===== src/logic/tile_pkg.sv =====
package tile_pkg;
    localparam int N_SLICE   = 4;
    localparam int N_PAIR    = 2;
    localparam int N_LUT     = 8;
    localparam int LUT_W     = 16;
    localparam int ADDR_W    = 12;
    localparam int MEM_DEPTH = 16;
    localparam int MEM_AW    = 4;
    localparam int MEM_DW    = 4;

    // byte offsets on the register bus
    localparam logic [11:0] OFS_LUT  = 12'h000;
    localparam logic [11:0] OFS_CFG  = 12'h020;
    localparam logic [11:0] OFS_CTRL = 12'h030;
    localparam logic [11:0] OFS_STAT = 12'h034;
    localparam logic [11:0] OFS_MEM  = 12'h040;

    // control and status word bits
    localparam int CTRL_RUN = 0;
    localparam int CTRL_RAM = 1;
    localparam int CTRL_PDP = 2;
    localparam int STAT_RUN = 16;

    // reset values
    localparam logic [15:0] LUT_RST  = 16'h0000;
    localparam logic [2:0]  CTRL_RST = 3'h0;

    typedef enum logic [1:0] {MODE_LOGIC, MODE_RIPPLE, MODE_ROM} mode_t;

    typedef enum logic [3:0] {
        OP_ADD, OP_SUB, OP_ADDSUB, OP_UP, OP_DN, OP_UDCLR, OP_UDLOAD,
        OP_CMP, OP_UDGE, OP_UDLE, OP_MULT, OP_SDIV, OP_SMUL1, OP_SMUL2,
        OP_CARRY
    } rop_t;

    typedef struct packed {
        logic  init1;
        logic  init0;
        logic  async_sr;
        logic  neg_edge;
        logic  src1_direct;
        logic  src0_direct;
        logic  lut5;
        rop_t  rop;
        mode_t mode;
    } slice_cfg_t;

    localparam int CFG_W = $bits(slice_cfg_t);
    localparam logic [CFG_W-1:0] CFG_RST = '0;

    typedef struct packed {
        logic [3:0] t0;
        logic [3:0] t1;
        logic [1:0] direct;
        logic       sel;
    } slice_in_t;

    typedef struct packed {
        logic ce;
        logic local_set_clear;
        logic clk;
    } pair_ctl_t;

    typedef struct packed {
        logic       f0;
        logic       f1;
        logic [1:0] q;
    } slice_out_t;
endpackage


===== src/logic/dist_mem.sv =====
`timescale 1ns/1ps
module dist_mem (
    // clock
    input  wire logic                          clk_sys,
    // write port
    input  wire logic                          we,
    input  wire logic [tile_pkg::MEM_AW-1:0]   waddr,
    input  wire logic [tile_pkg::MEM_DW-1:0]   wdata,
    // read port
    input  wire logic [tile_pkg::MEM_AW-1:0]   raddr,
    output logic      [tile_pkg::MEM_DW-1:0]   rdata_ff
);
    import tile_pkg::*;

    logic [MEM_DW-1:0] mem [MEM_DEPTH];

    always_ff @(posedge clk_sys)
    begin
        if (we)
        begin
            mem[waddr] <= wdata;
        end
    end

    always_ff @(posedge clk_sys)
    begin
        rdata_ff <= mem[raddr];
    end
endmodule


===== src/logic/logic_tile.sv =====
`timescale 1ns/1ps
module logic_tile (
    // clock and reset
    input  wire logic                                   clk_sys,
    input  wire logic                                   rstn,
    // apb slave
    input  wire logic                                   psel,
    input  wire logic                                   penable,
    input  wire logic                                   pwrite,
    input  wire logic [tile_pkg::ADDR_W-1:0]            paddr,
    input  wire logic [31:0]                            pwdata,
    output logic      [31:0]                            prdata,
    output logic                                        pready,
    output logic                                        pslverr,
    // general routing
    input  wire tile_pkg::slice_in_t [tile_pkg::N_SLICE-1:0] route_in,
    input  wire tile_pkg::pair_ctl_t [tile_pkg::N_PAIR-1:0]  pair_ctl,
    output tile_pkg::slice_out_t     [tile_pkg::N_SLICE-1:0] route_out,
    // carry chain
    input  wire logic                                   carry_chain_in,
    output logic                                        carry_chain_out
);
    import tile_pkg::*;

    // configuration state
    logic [LUT_W-1:0]  lut_ff [N_LUT];
    slice_cfg_t        cfg_ff [N_SLICE];
    logic              run_ff;
    logic              ram_ff;
    logic              pdp_ff;

    // bus state
    logic              pready_ff;
    logic              pslverr_ff;
    logic [31:0]       prdata_ff;

    // slice state
    logic [N_SLICE-1:0][1:0] q_ff;
    logic [N_SLICE-1:0][1:0] f_ff;
    logic [N_PAIR-1:0]       clk_q_ff;
    logic                    cco_ff;

    // combinational
    logic [N_SLICE:0]        chain;
    logic [N_SLICE-1:0]      f0_w;
    logic [N_SLICE-1:0]      f1_w;
    logic [N_SLICE-1:0][1:0] d_w;
    logic [N_SLICE-1:0][1:0] nxt_q;
    logic [N_SLICE-1:0][1:0] init_v;
    logic [N_SLICE-1:0]      act_edge;
    logic [N_PAIR-1:0]       rise;
    logic [N_PAIR-1:0]       fall;

    // memory side
    logic [MEM_AW-1:0]       memory_write_address;
    logic [MEM_DW-1:0]       memory_write_data;
    logic [MEM_AW-1:0]       mem_raddr;
    logic [MEM_DW-1:0]       mem_rdata;
    logic [2*N_SLICE-1:0]    mem_f;
    logic                    fab_we;
    logic                    apb_mem_we;
    logic                    mem_we;
    logic [MEM_AW-1:0]       mem_waddr;
    logic [MEM_DW-1:0]       mem_wdata;

    // bus decode
    logic                    acc;
    logic                    done;
    logic                    wr_ok;
    logic                    hit_lut;
    logic                    hit_cfg;
    logic                    hit_ctrl;
    logic                    hit_stat;
    logic                    hit_mem;
    logic                    locked;
    logic                    err_w;
    logic [31:0]             rd_w;

    assign prdata          = prdata_ff;
    assign pready          = pready_ff;
    assign pslverr         = pslverr_ff;
    assign carry_chain_out = cco_ff;

    // ---------------- register bus ----------------
    assign acc      = psel & penable;
    assign done     = acc & pready_ff;
    assign hit_lut  = paddr[11:5] == OFS_LUT[11:5];
    assign hit_cfg  = paddr[11:4] == OFS_CFG[11:4];
    assign hit_ctrl = paddr[11:2] == OFS_CTRL[11:2];
    assign hit_stat = paddr[11:2] == OFS_STAT[11:2];
    assign hit_mem  = paddr[11:6] == OFS_MEM[11:6];
    // tables and memory image are closed to bus writes once the tile runs
    assign locked   = run_ff & (hit_lut | hit_cfg | hit_mem);

    always_comb
    begin
        err_w = (paddr[1:0] != 2'b00)
              | ~(hit_lut | hit_cfg | hit_ctrl | hit_stat | hit_mem)
              | (pwrite & (locked | hit_stat));
    end

    assign wr_ok = done & pwrite & ~err_w;

    always_comb
    begin
        rd_w = 32'h0000_0000;
        if (hit_lut)
        begin
            rd_w[LUT_W-1:0] = lut_ff[paddr[4:2]];
        end
        else if (hit_cfg)
        begin
            rd_w[CFG_W-1:0] = cfg_ff[paddr[3:2]];
        end
        else if (hit_ctrl)
        begin
            rd_w[CTRL_RUN] = run_ff;
            rd_w[CTRL_RAM] = ram_ff;
            rd_w[CTRL_PDP] = pdp_ff;
        end
        else if (hit_stat)
        begin
            rd_w[2*N_SLICE-1:0]         = q_ff;
            rd_w[4*N_SLICE-1:2*N_SLICE] = f_ff;
            rd_w[STAT_RUN]              = run_ff;
        end
    end

    // one wait state: answer registered in the first access cycle
    always_ff @(posedge clk_sys)
    begin
        if (!rstn)
        begin
            pready_ff  <= 1'b0;
            pslverr_ff <= 1'b0;
            prdata_ff  <= 32'h0000_0000;
        end
        else
        begin
            pready_ff  <= acc & ~pready_ff;
            pslverr_ff <= acc & ~pready_ff & err_w;
            if (acc & ~pready_ff & ~pwrite)
            begin
                prdata_ff <= err_w ? 32'h0000_0000 : rd_w;
            end
        end
    end

    always_ff @(posedge clk_sys)
    begin
        if (!rstn)
        begin
            for (int i = 0; i < N_LUT; i++)
            begin
                lut_ff[i] <= LUT_RST;
            end
        end
        else if (wr_ok && hit_lut)
        begin
            lut_ff[paddr[4:2]] <= pwdata[LUT_W-1:0];
        end
    end

    always_ff @(posedge clk_sys)
    begin
        if (!rstn)
        begin
            for (int i = 0; i < N_SLICE; i++)
            begin
                cfg_ff[i] <= slice_cfg_t'(CFG_RST);
            end
        end
        else if (wr_ok && hit_cfg)
        begin
            cfg_ff[paddr[3:2]] <= slice_cfg_t'(pwdata[CFG_W-1:0]);
        end
    end

    always_ff @(posedge clk_sys)
    begin
        if (!rstn)
        begin
            {pdp_ff, ram_ff, run_ff} <= CTRL_RST;
        end
        else if (wr_ok && hit_ctrl)
        begin
            run_ff <= pwdata[CTRL_RUN];
            // mode change only while stopped
            if (!run_ff)
            begin
                ram_ff <= pwdata[CTRL_RAM];
                pdp_ff <= pwdata[CTRL_PDP];
            end
        end
    end

    // ---------------- slices ----------------
    assign chain[0] = carry_chain_in;

    for (genvar s = 0; s < N_SLICE; s++)
    begin : g_slice
        slice_cell u_cell (
            .cfg  (cfg_ff[s]),
            .lut0 (lut_ff[2*s]),
            .lut1 (lut_ff[2*s+1]),
            .sin  (route_in[s]),
            .q    (q_ff[s]),
            .cin  (chain[s]),
            .f0   (f0_w[s]),
            .f1   (f1_w[s]),
            .d    (d_w[s]),
            .cout (chain[s+1])
        );

        assign init_v[s]   = {cfg_ff[s].init1, cfg_ff[s].init0};
        assign act_edge[s] = cfg_ff[s].neg_edge ? fall[s/2] : rise[s/2];
        assign nxt_q[s][0] = cfg_ff[s].src0_direct ? route_in[s].direct[0] : d_w[s][0];
        assign nxt_q[s][1] = cfg_ff[s].src1_direct ? route_in[s].direct[1] : d_w[s][1];
    end

    // slice clocks arrive as routed data, edges found against the last sample
    always_ff @(posedge clk_sys)
    begin
        if (!rstn)
        begin
            clk_q_ff <= '0;
        end
        else
        begin
            for (int p = 0; p < N_PAIR; p++)
            begin
                clk_q_ff[p] <= pair_ctl[p].clk;
            end
        end
    end

    always_comb
    begin
        for (int p = 0; p < N_PAIR; p++)
        begin
            rise[p] = pair_ctl[p].clk & ~clk_q_ff[p];
            fall[p] = ~pair_ctl[p].clk & clk_q_ff[p];
        end
    end

    always_ff @(posedge clk_sys)
    begin
        if (!rstn)
        begin
            q_ff <= '0;
        end
        else
        begin
            for (int s = 0; s < N_SLICE; s++)
            begin
                if (!run_ff)
                begin
                    q_ff[s] <= init_v[s];
                end
                else if (cfg_ff[s].async_sr && pair_ctl[s/2].local_set_clear)
                begin
                    q_ff[s] <= init_v[s];
                end
                else if (act_edge[s])
                begin
                    if (pair_ctl[s/2].local_set_clear)
                    begin
                        q_ff[s] <= init_v[s];
                    end
                    else if (pair_ctl[s/2].ce)
                    begin
                        q_ff[s] <= nxt_q[s];
                    end
                end
            end
        end
    end

    // ---------------- distributed memory ----------------
    // slice 2 is used up: its routing supplies address and write enable
    assign memory_write_address = route_in[2].t0;
    assign memory_write_data    = {route_in[1].direct, route_in[0].direct};
    assign mem_raddr            = pdp_ff ? route_in[0].t0 : memory_write_address;
    assign fab_we     = run_ff & ram_ff & act_edge[0] & route_in[2].direct[0];
    assign apb_mem_we = wr_ok & hit_mem;
    assign mem_we     = apb_mem_we | fab_we;
    assign mem_waddr  = apb_mem_we ? paddr[5:2] : memory_write_address;
    assign mem_wdata  = apb_mem_we ? pwdata[MEM_DW-1:0] : memory_write_data;
    assign mem_f      = {{(2*N_SLICE-MEM_DW){1'b0}}, mem_rdata};

    dist_mem u_mem (
        .clk_sys  (clk_sys),
        .we       (mem_we),
        .waddr    (mem_waddr),
        .wdata    (mem_wdata),
        .raddr    (mem_raddr),
        .rdata_ff (mem_rdata)
    );

    // ---------------- routed outputs ----------------
    // every output is registered, so table results lag one cycle
    always_ff @(posedge clk_sys)
    begin
        if (!rstn)
        begin
            f_ff   <= '0;
            cco_ff <= 1'b0;
        end
        else
        begin
            cco_ff <= chain[N_SLICE];
            for (int s = 0; s < N_SLICE; s++)
            begin
                if (ram_ff && s < 2)
                begin
                    f_ff[s] <= mem_f[2*s +: 2];
                end
                else if (ram_ff && s == 2)
                begin
                    f_ff[s] <= 2'b00;
                end
                else
                begin
                    f_ff[s] <= {f1_w[s], f0_w[s]};
                end
            end
        end
    end

    always_comb
    begin
        for (int s = 0; s < N_SLICE; s++)
        begin
            route_out[s].f0 = f_ff[s][0];
            route_out[s].f1 = f_ff[s][1];
            route_out[s].q  = q_ff[s];
        end
    end
endmodule


===== src/logic/slice_cell.sv =====
`timescale 1ns/1ps
module slice_cell (
    // configuration
    input  wire tile_pkg::slice_cfg_t            cfg,
    input  wire logic [tile_pkg::LUT_W-1:0]     lut0,
    input  wire logic [tile_pkg::LUT_W-1:0]     lut1,
    // routing and state
    input  wire tile_pkg::slice_in_t             sin,
    input  wire logic [1:0]                      q,
    input  wire logic                            cin,
    // results
    output logic                                 f0,
    output logic                                 f1,
    output logic [1:0]                           d,
    output logic                                 cout
);
    import tile_pkg::*;

    logic [1:0] a;
    logic [1:0] b;
    logic [1:0] g;
    logic [1:0] p;
    logic       c1;
    logic       l0;
    logic       l5;
    logic [2:0] sum;
    logic [2:0] dif;
    logic [2:0] res;
    logic [1:0] cnt;
    logic [2:0] trial;
    logic [3:0] prod;

    always_comb
    begin
        a     = {sin.t1[0], sin.t0[0]};
        b     = {sin.t1[1], sin.t0[1]};
        l0    = lut0[sin.t0];
        l5    = lut1[sin.t0];
        g     = a & b;
        p     = a ^ b;
        c1    = g[0] | (p[0] & cin);
        sum   = {1'b0, a} + {1'b0, b} + {2'b00, cin};
        dif   = {1'b0, a} + {1'b0, ~b} + {2'b00, cin};
        cnt   = sin.sel ? q - 2'h1 : q + 2'h1;
        trial = {q, sin.t0[2]} - {1'b0, b};
        prod  = {2'b00, a} * {2'b00, b};
        f0    = (cfg.lut5 && sin.sel) ? l5 : l0;
        f1    = lut1[sin.t1];
        cout  = 1'b0;
        res   = {1'b0, f1, f0};
        if (cfg.mode == MODE_RIPPLE)
        begin
            case (cfg.rop)
                OP_ADD:    res = sum;
                OP_SUB:    res = dif;
                OP_ADDSUB: res = sin.sel ? dif : sum;
                OP_UP:     res = {1'b0, q} + 3'h1;
                OP_DN:     res = {1'b0, q} - 3'h1;
                OP_UDCLR:  res = {1'b0, cnt};
                OP_UDLOAD: res = {1'b0, sin.t0[3] ? sin.direct : cnt};
                OP_CMP:    res = {a != b, a <= b, a >= b};
                OP_UDGE:   res = {a >= b, cnt};
                OP_UDLE:   res = {a <= b, cnt};
                OP_MULT:   res = {2'b00, a[0] & b[1]} + {2'b00, a[1] & b[0]} + {2'b00, cin};
                OP_SDIV:   res = trial[2] ? {1'b0, q[0], sin.t0[2]} : {1'b1, trial[1:0]};
                OP_SMUL1:  res = {q[1], {q[0], 1'b0} + (b[0] ? a : 2'h0)};
                OP_SMUL2:  res = {1'b0, prod[1:0] + (cin ? q : 2'h0)};
                OP_CARRY:  res = {g[1] | (p[1] & c1), p ^ {c1, cin}};
                default:   res = sum;
            endcase
            f0   = res[0];
            f1   = res[1];
            cout = res[2];
        end
        d = res[1:0];
    end
endmodule


===== config.mk =====
export PLATFORM = sky130hd
export DESIGN_NAME = logic_tile
export DESIGN_NICKNAME = d
export VERILOG_FILES = /design/src/logic/tile_pkg.sv /design/src/logic/dist_mem.sv /design/src/logic/logic_tile.sv /design/src/logic/slice_cell.sv
export SDC_FILE = /design/constraint.sdc
export NUM_CORES = 1
export LEC_CHECK = 0
export BUFFER_PORTS_ARGS = -buffer_cell sky130_fd_sc_hd__buf_4
export CORE_MARGIN = 4
export CORE_UTILIZATION = 50
export CTS_BUF_LIST = sky130_fd_sc_hd__clkbuf_8
export DETAILED_ROUTE_END_ITERATION = 12
export GPL_TIMING_DRIVEN = 0
export PLACE_DENSITY = 0.66
export SLEW_MARGIN = 40
export SYNTH_ARGS = -nofsm -noshare
export SYNTH_HDL_FRONTEND = slang
export SYNTH_SLANG_ARGS = --single-unit
export TNS_END_PERCENT = 30

===== constraint.sdc =====
create_clock -name clk_sys -period 11.2 [get_ports clk_sys]
set_input_delay 1.12 -clock clk_sys [delete_from_list [all_inputs] [get_ports clk_sys]]
set_output_delay 1.12 -clock clk_sys [all_outputs]
set_load 0.03 [all_outputs]

==> metrics <==
n_diodes=0; area post-placement=0.0200 mm^2; Worst Setup Path Type=in -> reg; Critical R2R Capture=route_out[14]; Worst Skew=0.0316 ns; routed vias=14700; Worst EP required=11.72 ns; Clock Latency Late Sink=0.64 ns; setup ws final=1.49 ns; Synth top area share=39.9%; residual DRC count=0; largest family of logic cells by synthesized area=simple AND/OR/NAND/NOR gates; first-pass GRT wire length=95900 um; vias in the first global route=14400; Finished Layout Cells=2277; Arrival @ worst endpoint=10.23 ns; Site Rows=69; YS warnings=0; H-Tree Depth=2; Setup TNS=0 ns; Hold WC Path Type=reg -> reg; ANT nets after route=0; Final Max Slew Viols=0; Simple-Gate Fraction of Synth Area=17.6%; Mapped Area=0.0184 mm^2; pre-CTS WS=0.966 ns; die area=0.0399 mm^2; CTS Buf Count=50; Total Nets Final=1937; slew margin rel.=39.9%; synth unique cells=85; endpoint type of the worst setup path=register; Post-synth EDFFs=244; CP most frequent cell=fa_1; f_max=0.103 GHz; RR Startpoint=cfg_ff[0][5]; Main synth FF type=edfxtp_1; area growth from synthesis to layout=14.4%; placed instance count=2186; Synth Area in Adders=5.23%; worst vdd ir=0.0000973 V; Synth Area in Compound Gates=10.8%; PD cells=123 mW/mm^2; Hold WS=0.516 ns; Resize count post-CTS=0; CTS root buffer=clkbuf_8; Post-Syn Instances=1587; final core occ=58.5%; Post-synth ARST share=0%; Final Hold Viols=0; min-delay src=u_mem.rdata_ff[2]; layout cells sized above 1=21.5%; worst slew pin tran=0.901 ns; status=completed; PortBufs=113; drt pass-1 iters=5; DIE HEIGHT=200 um; final setup violation count=0; Slowest cell on crit path=a31oi_1; register bit total from synthesis=289; initial antenna violation count=4; Post-Synth XOR/XNOR Area=1.17%; register area share after synthesis=44.8%; total track usage=33.1%; Clock transition at path regs=0.06 ns; Final Cell Area=0.0210 mm^2; Initial DRC Count=1907; CP max stage delay=0.66 ns; CTS Sinks=289; largest net degree at the start of global routing=17; max-cap viol count=0; core box area=0.0359 mm^2; crit-path max FO=10; hold worst-path end=route_out[7]; R2R depth=32; post-cts hold buffer count=0; RePlAce Congestion=0.996; Design Power=2.58 mW; drt wl/cell=29.1 um; setup slack, reg-to-reg=2.21 ns; starting density of the core=51.1%; Worst setup startpoint=route_in[7]; RSZ-0062 raised after global routing=no; Total Wirelength=66300 um; Hold Path Stages=2; post-synth top area cell=edfxtp_1; Worst setup SP type=input pin; syn_area_per_cell=11.6 um^2; crit share post-route=86.7%; Leakage=8.08 nW; post-CTS setup buffer count=0; multiplexer area fraction after synthesis=15.8%; clk buf depth=3; DP HPWL=51400 um; Die W=200 um; # IOs=151; CTS tree=done; Area contributors post-synth=edfxtp_1 (40%), mux4_2 (13%), and2_1 (5.6%); Via density=6.46; minimum clock period=9.71 ns; Overflow after GRT=0
## kinds of logic (layout without fill, tap and decap cells)
group / count (synthesis) / count (layout)
and+or+nand+nor: 570 / 570
DFF: 289 / 289
AOI/OAI and AO/OA: 287 / 287
buffers and inverters: 199 / 414
muxes: 158 / 158
adders and majority gates: 60 / 60
xor gates and xnor gates: 23 / 23
other: 1 / 15
## metal layers
metal / wire length (um) / track usage, % / vias up
met2: 30400 / 51.9 / 901
met3: 6440 / 6.34 / 196
met4: 3400 / 14.6 / 2
met5: 11 / 0 / -
li1: - / - / 6332
met1: 26000 / 45.3 / 7271
## cells in the mapped netlist (9+ instances only)
| cell | number |
|---|---|
| edfxtp_1 | 244 |
| and2_1 | 165 |
| mux4_2 | 105 |
| nand2_1 | 98 |
| clkbuf_1 | 85 |
| nor2_1 | 74 |
| inv_1 | 63 |
| o21ai_0 | 60 |
| nor2b_1 | 56 |
| a21oi_1 | 51 |
| dfxtp_1 | 45 |
| mux2i_1 | 43 |
| and3_1 | 35 |
| ha_1 | 32 |
| fa_1 | 28 |
| nand2b_1 | 28 |
| a22oi_1 | 26 |
| nor3_1 | 20 |
| buf_2 | 19 |
| nand3_1 | 19 |
| a211oi_1 | 18 |
| a31oi_1 | 18 |
| buf_4 | 17 |
| o22ai_1 | 15 |
| xnor2_1 | 15 |
| o211ai_1 | 12 |
| buf_1 | 10 |
| mux2_2 | 10 |
| a2111oi_0 | 9 |
| nand3b_1 | 9 |
## critical path, delay by kind of cell
| family | cells | cell delay, ns |
|---|---|---|
| buffers and inverters | 8 | 1.59 |
| muxes | 1 | 0.12 |
| and+or+nand+nor | 5 | 1.20 |
| adders and majority gates | 8 | 3.52 |
| AOI/OAI and AO/OA | 12 | 2.68 |
## area by class of cell
cell class	instances	area (um^2)
fillers	3104	14900
multi-input cells	1113	9430
flip-flops and latches	289	8230
repair buffers	124	940
clock buffers	53	729
plain buffers	134	604
well taps	461	577
clock inverters	38	267
inverters	65	244
## registers in the layout, indices dropped and copies added, names as in the netlist, 2 cells and up
signal          flops
prdata             17
route_out          16
lut_ff            128
clk_q_ff            2
cfg_ff             52
u_mem.mem          64
u_mem.rdata_ff      4
## placed cells by master, fill, tap and decap left out, types with 9 or more instances in the layout
cell type / instances
a211oi_1: 18
a21oi_1: 51
a22oi_1: 26
a31oi_1: 17
and2_1: 165
and3_1: 35
buf_1: 10
buf_2: 20
buf_4: 137
clkbuf_1: 77
clkbuf_2: 11
clkbuf_8: 53
clkinv_1: 9
conb_1: 15
dfxtp_1: 45
edfxtp_1: 244
fa_1: 28
ha_1: 32
inv_1: 79
mux2_2: 10
mux2i_1: 41
mux4_2: 105
nand2_1: 98
nand2b_1: 26
nand3_1: 19
nand3b_1: 9
nor2_1: 74
nor2b_1: 56
nor3_1: 20
o211ai_1: 12
o21ai_0: 52
o22ai_1: 15
xnor2_1: 15
## power by group
| group | switching (mW) | internal [mW] |
|---|---|---|
| clock network | 0.458 | 0.512 |
| registers | 0.0275 | 1.19 |
| logic | 0.241 | 0.154 |
## worst max path at each step
stage,slack (ns),endpoint,cells after the start
after CTS,1.56,route_out[13],34
after global routing,1.05,route_out[14],35
final,1.49,route_out[14],34
after floorplan,2.99,route_out[14],33
after detailed placement,0.97,route_out[14],34
after global placement,0.26,route_out[14],34
Power figures use the tool's default switching activity.
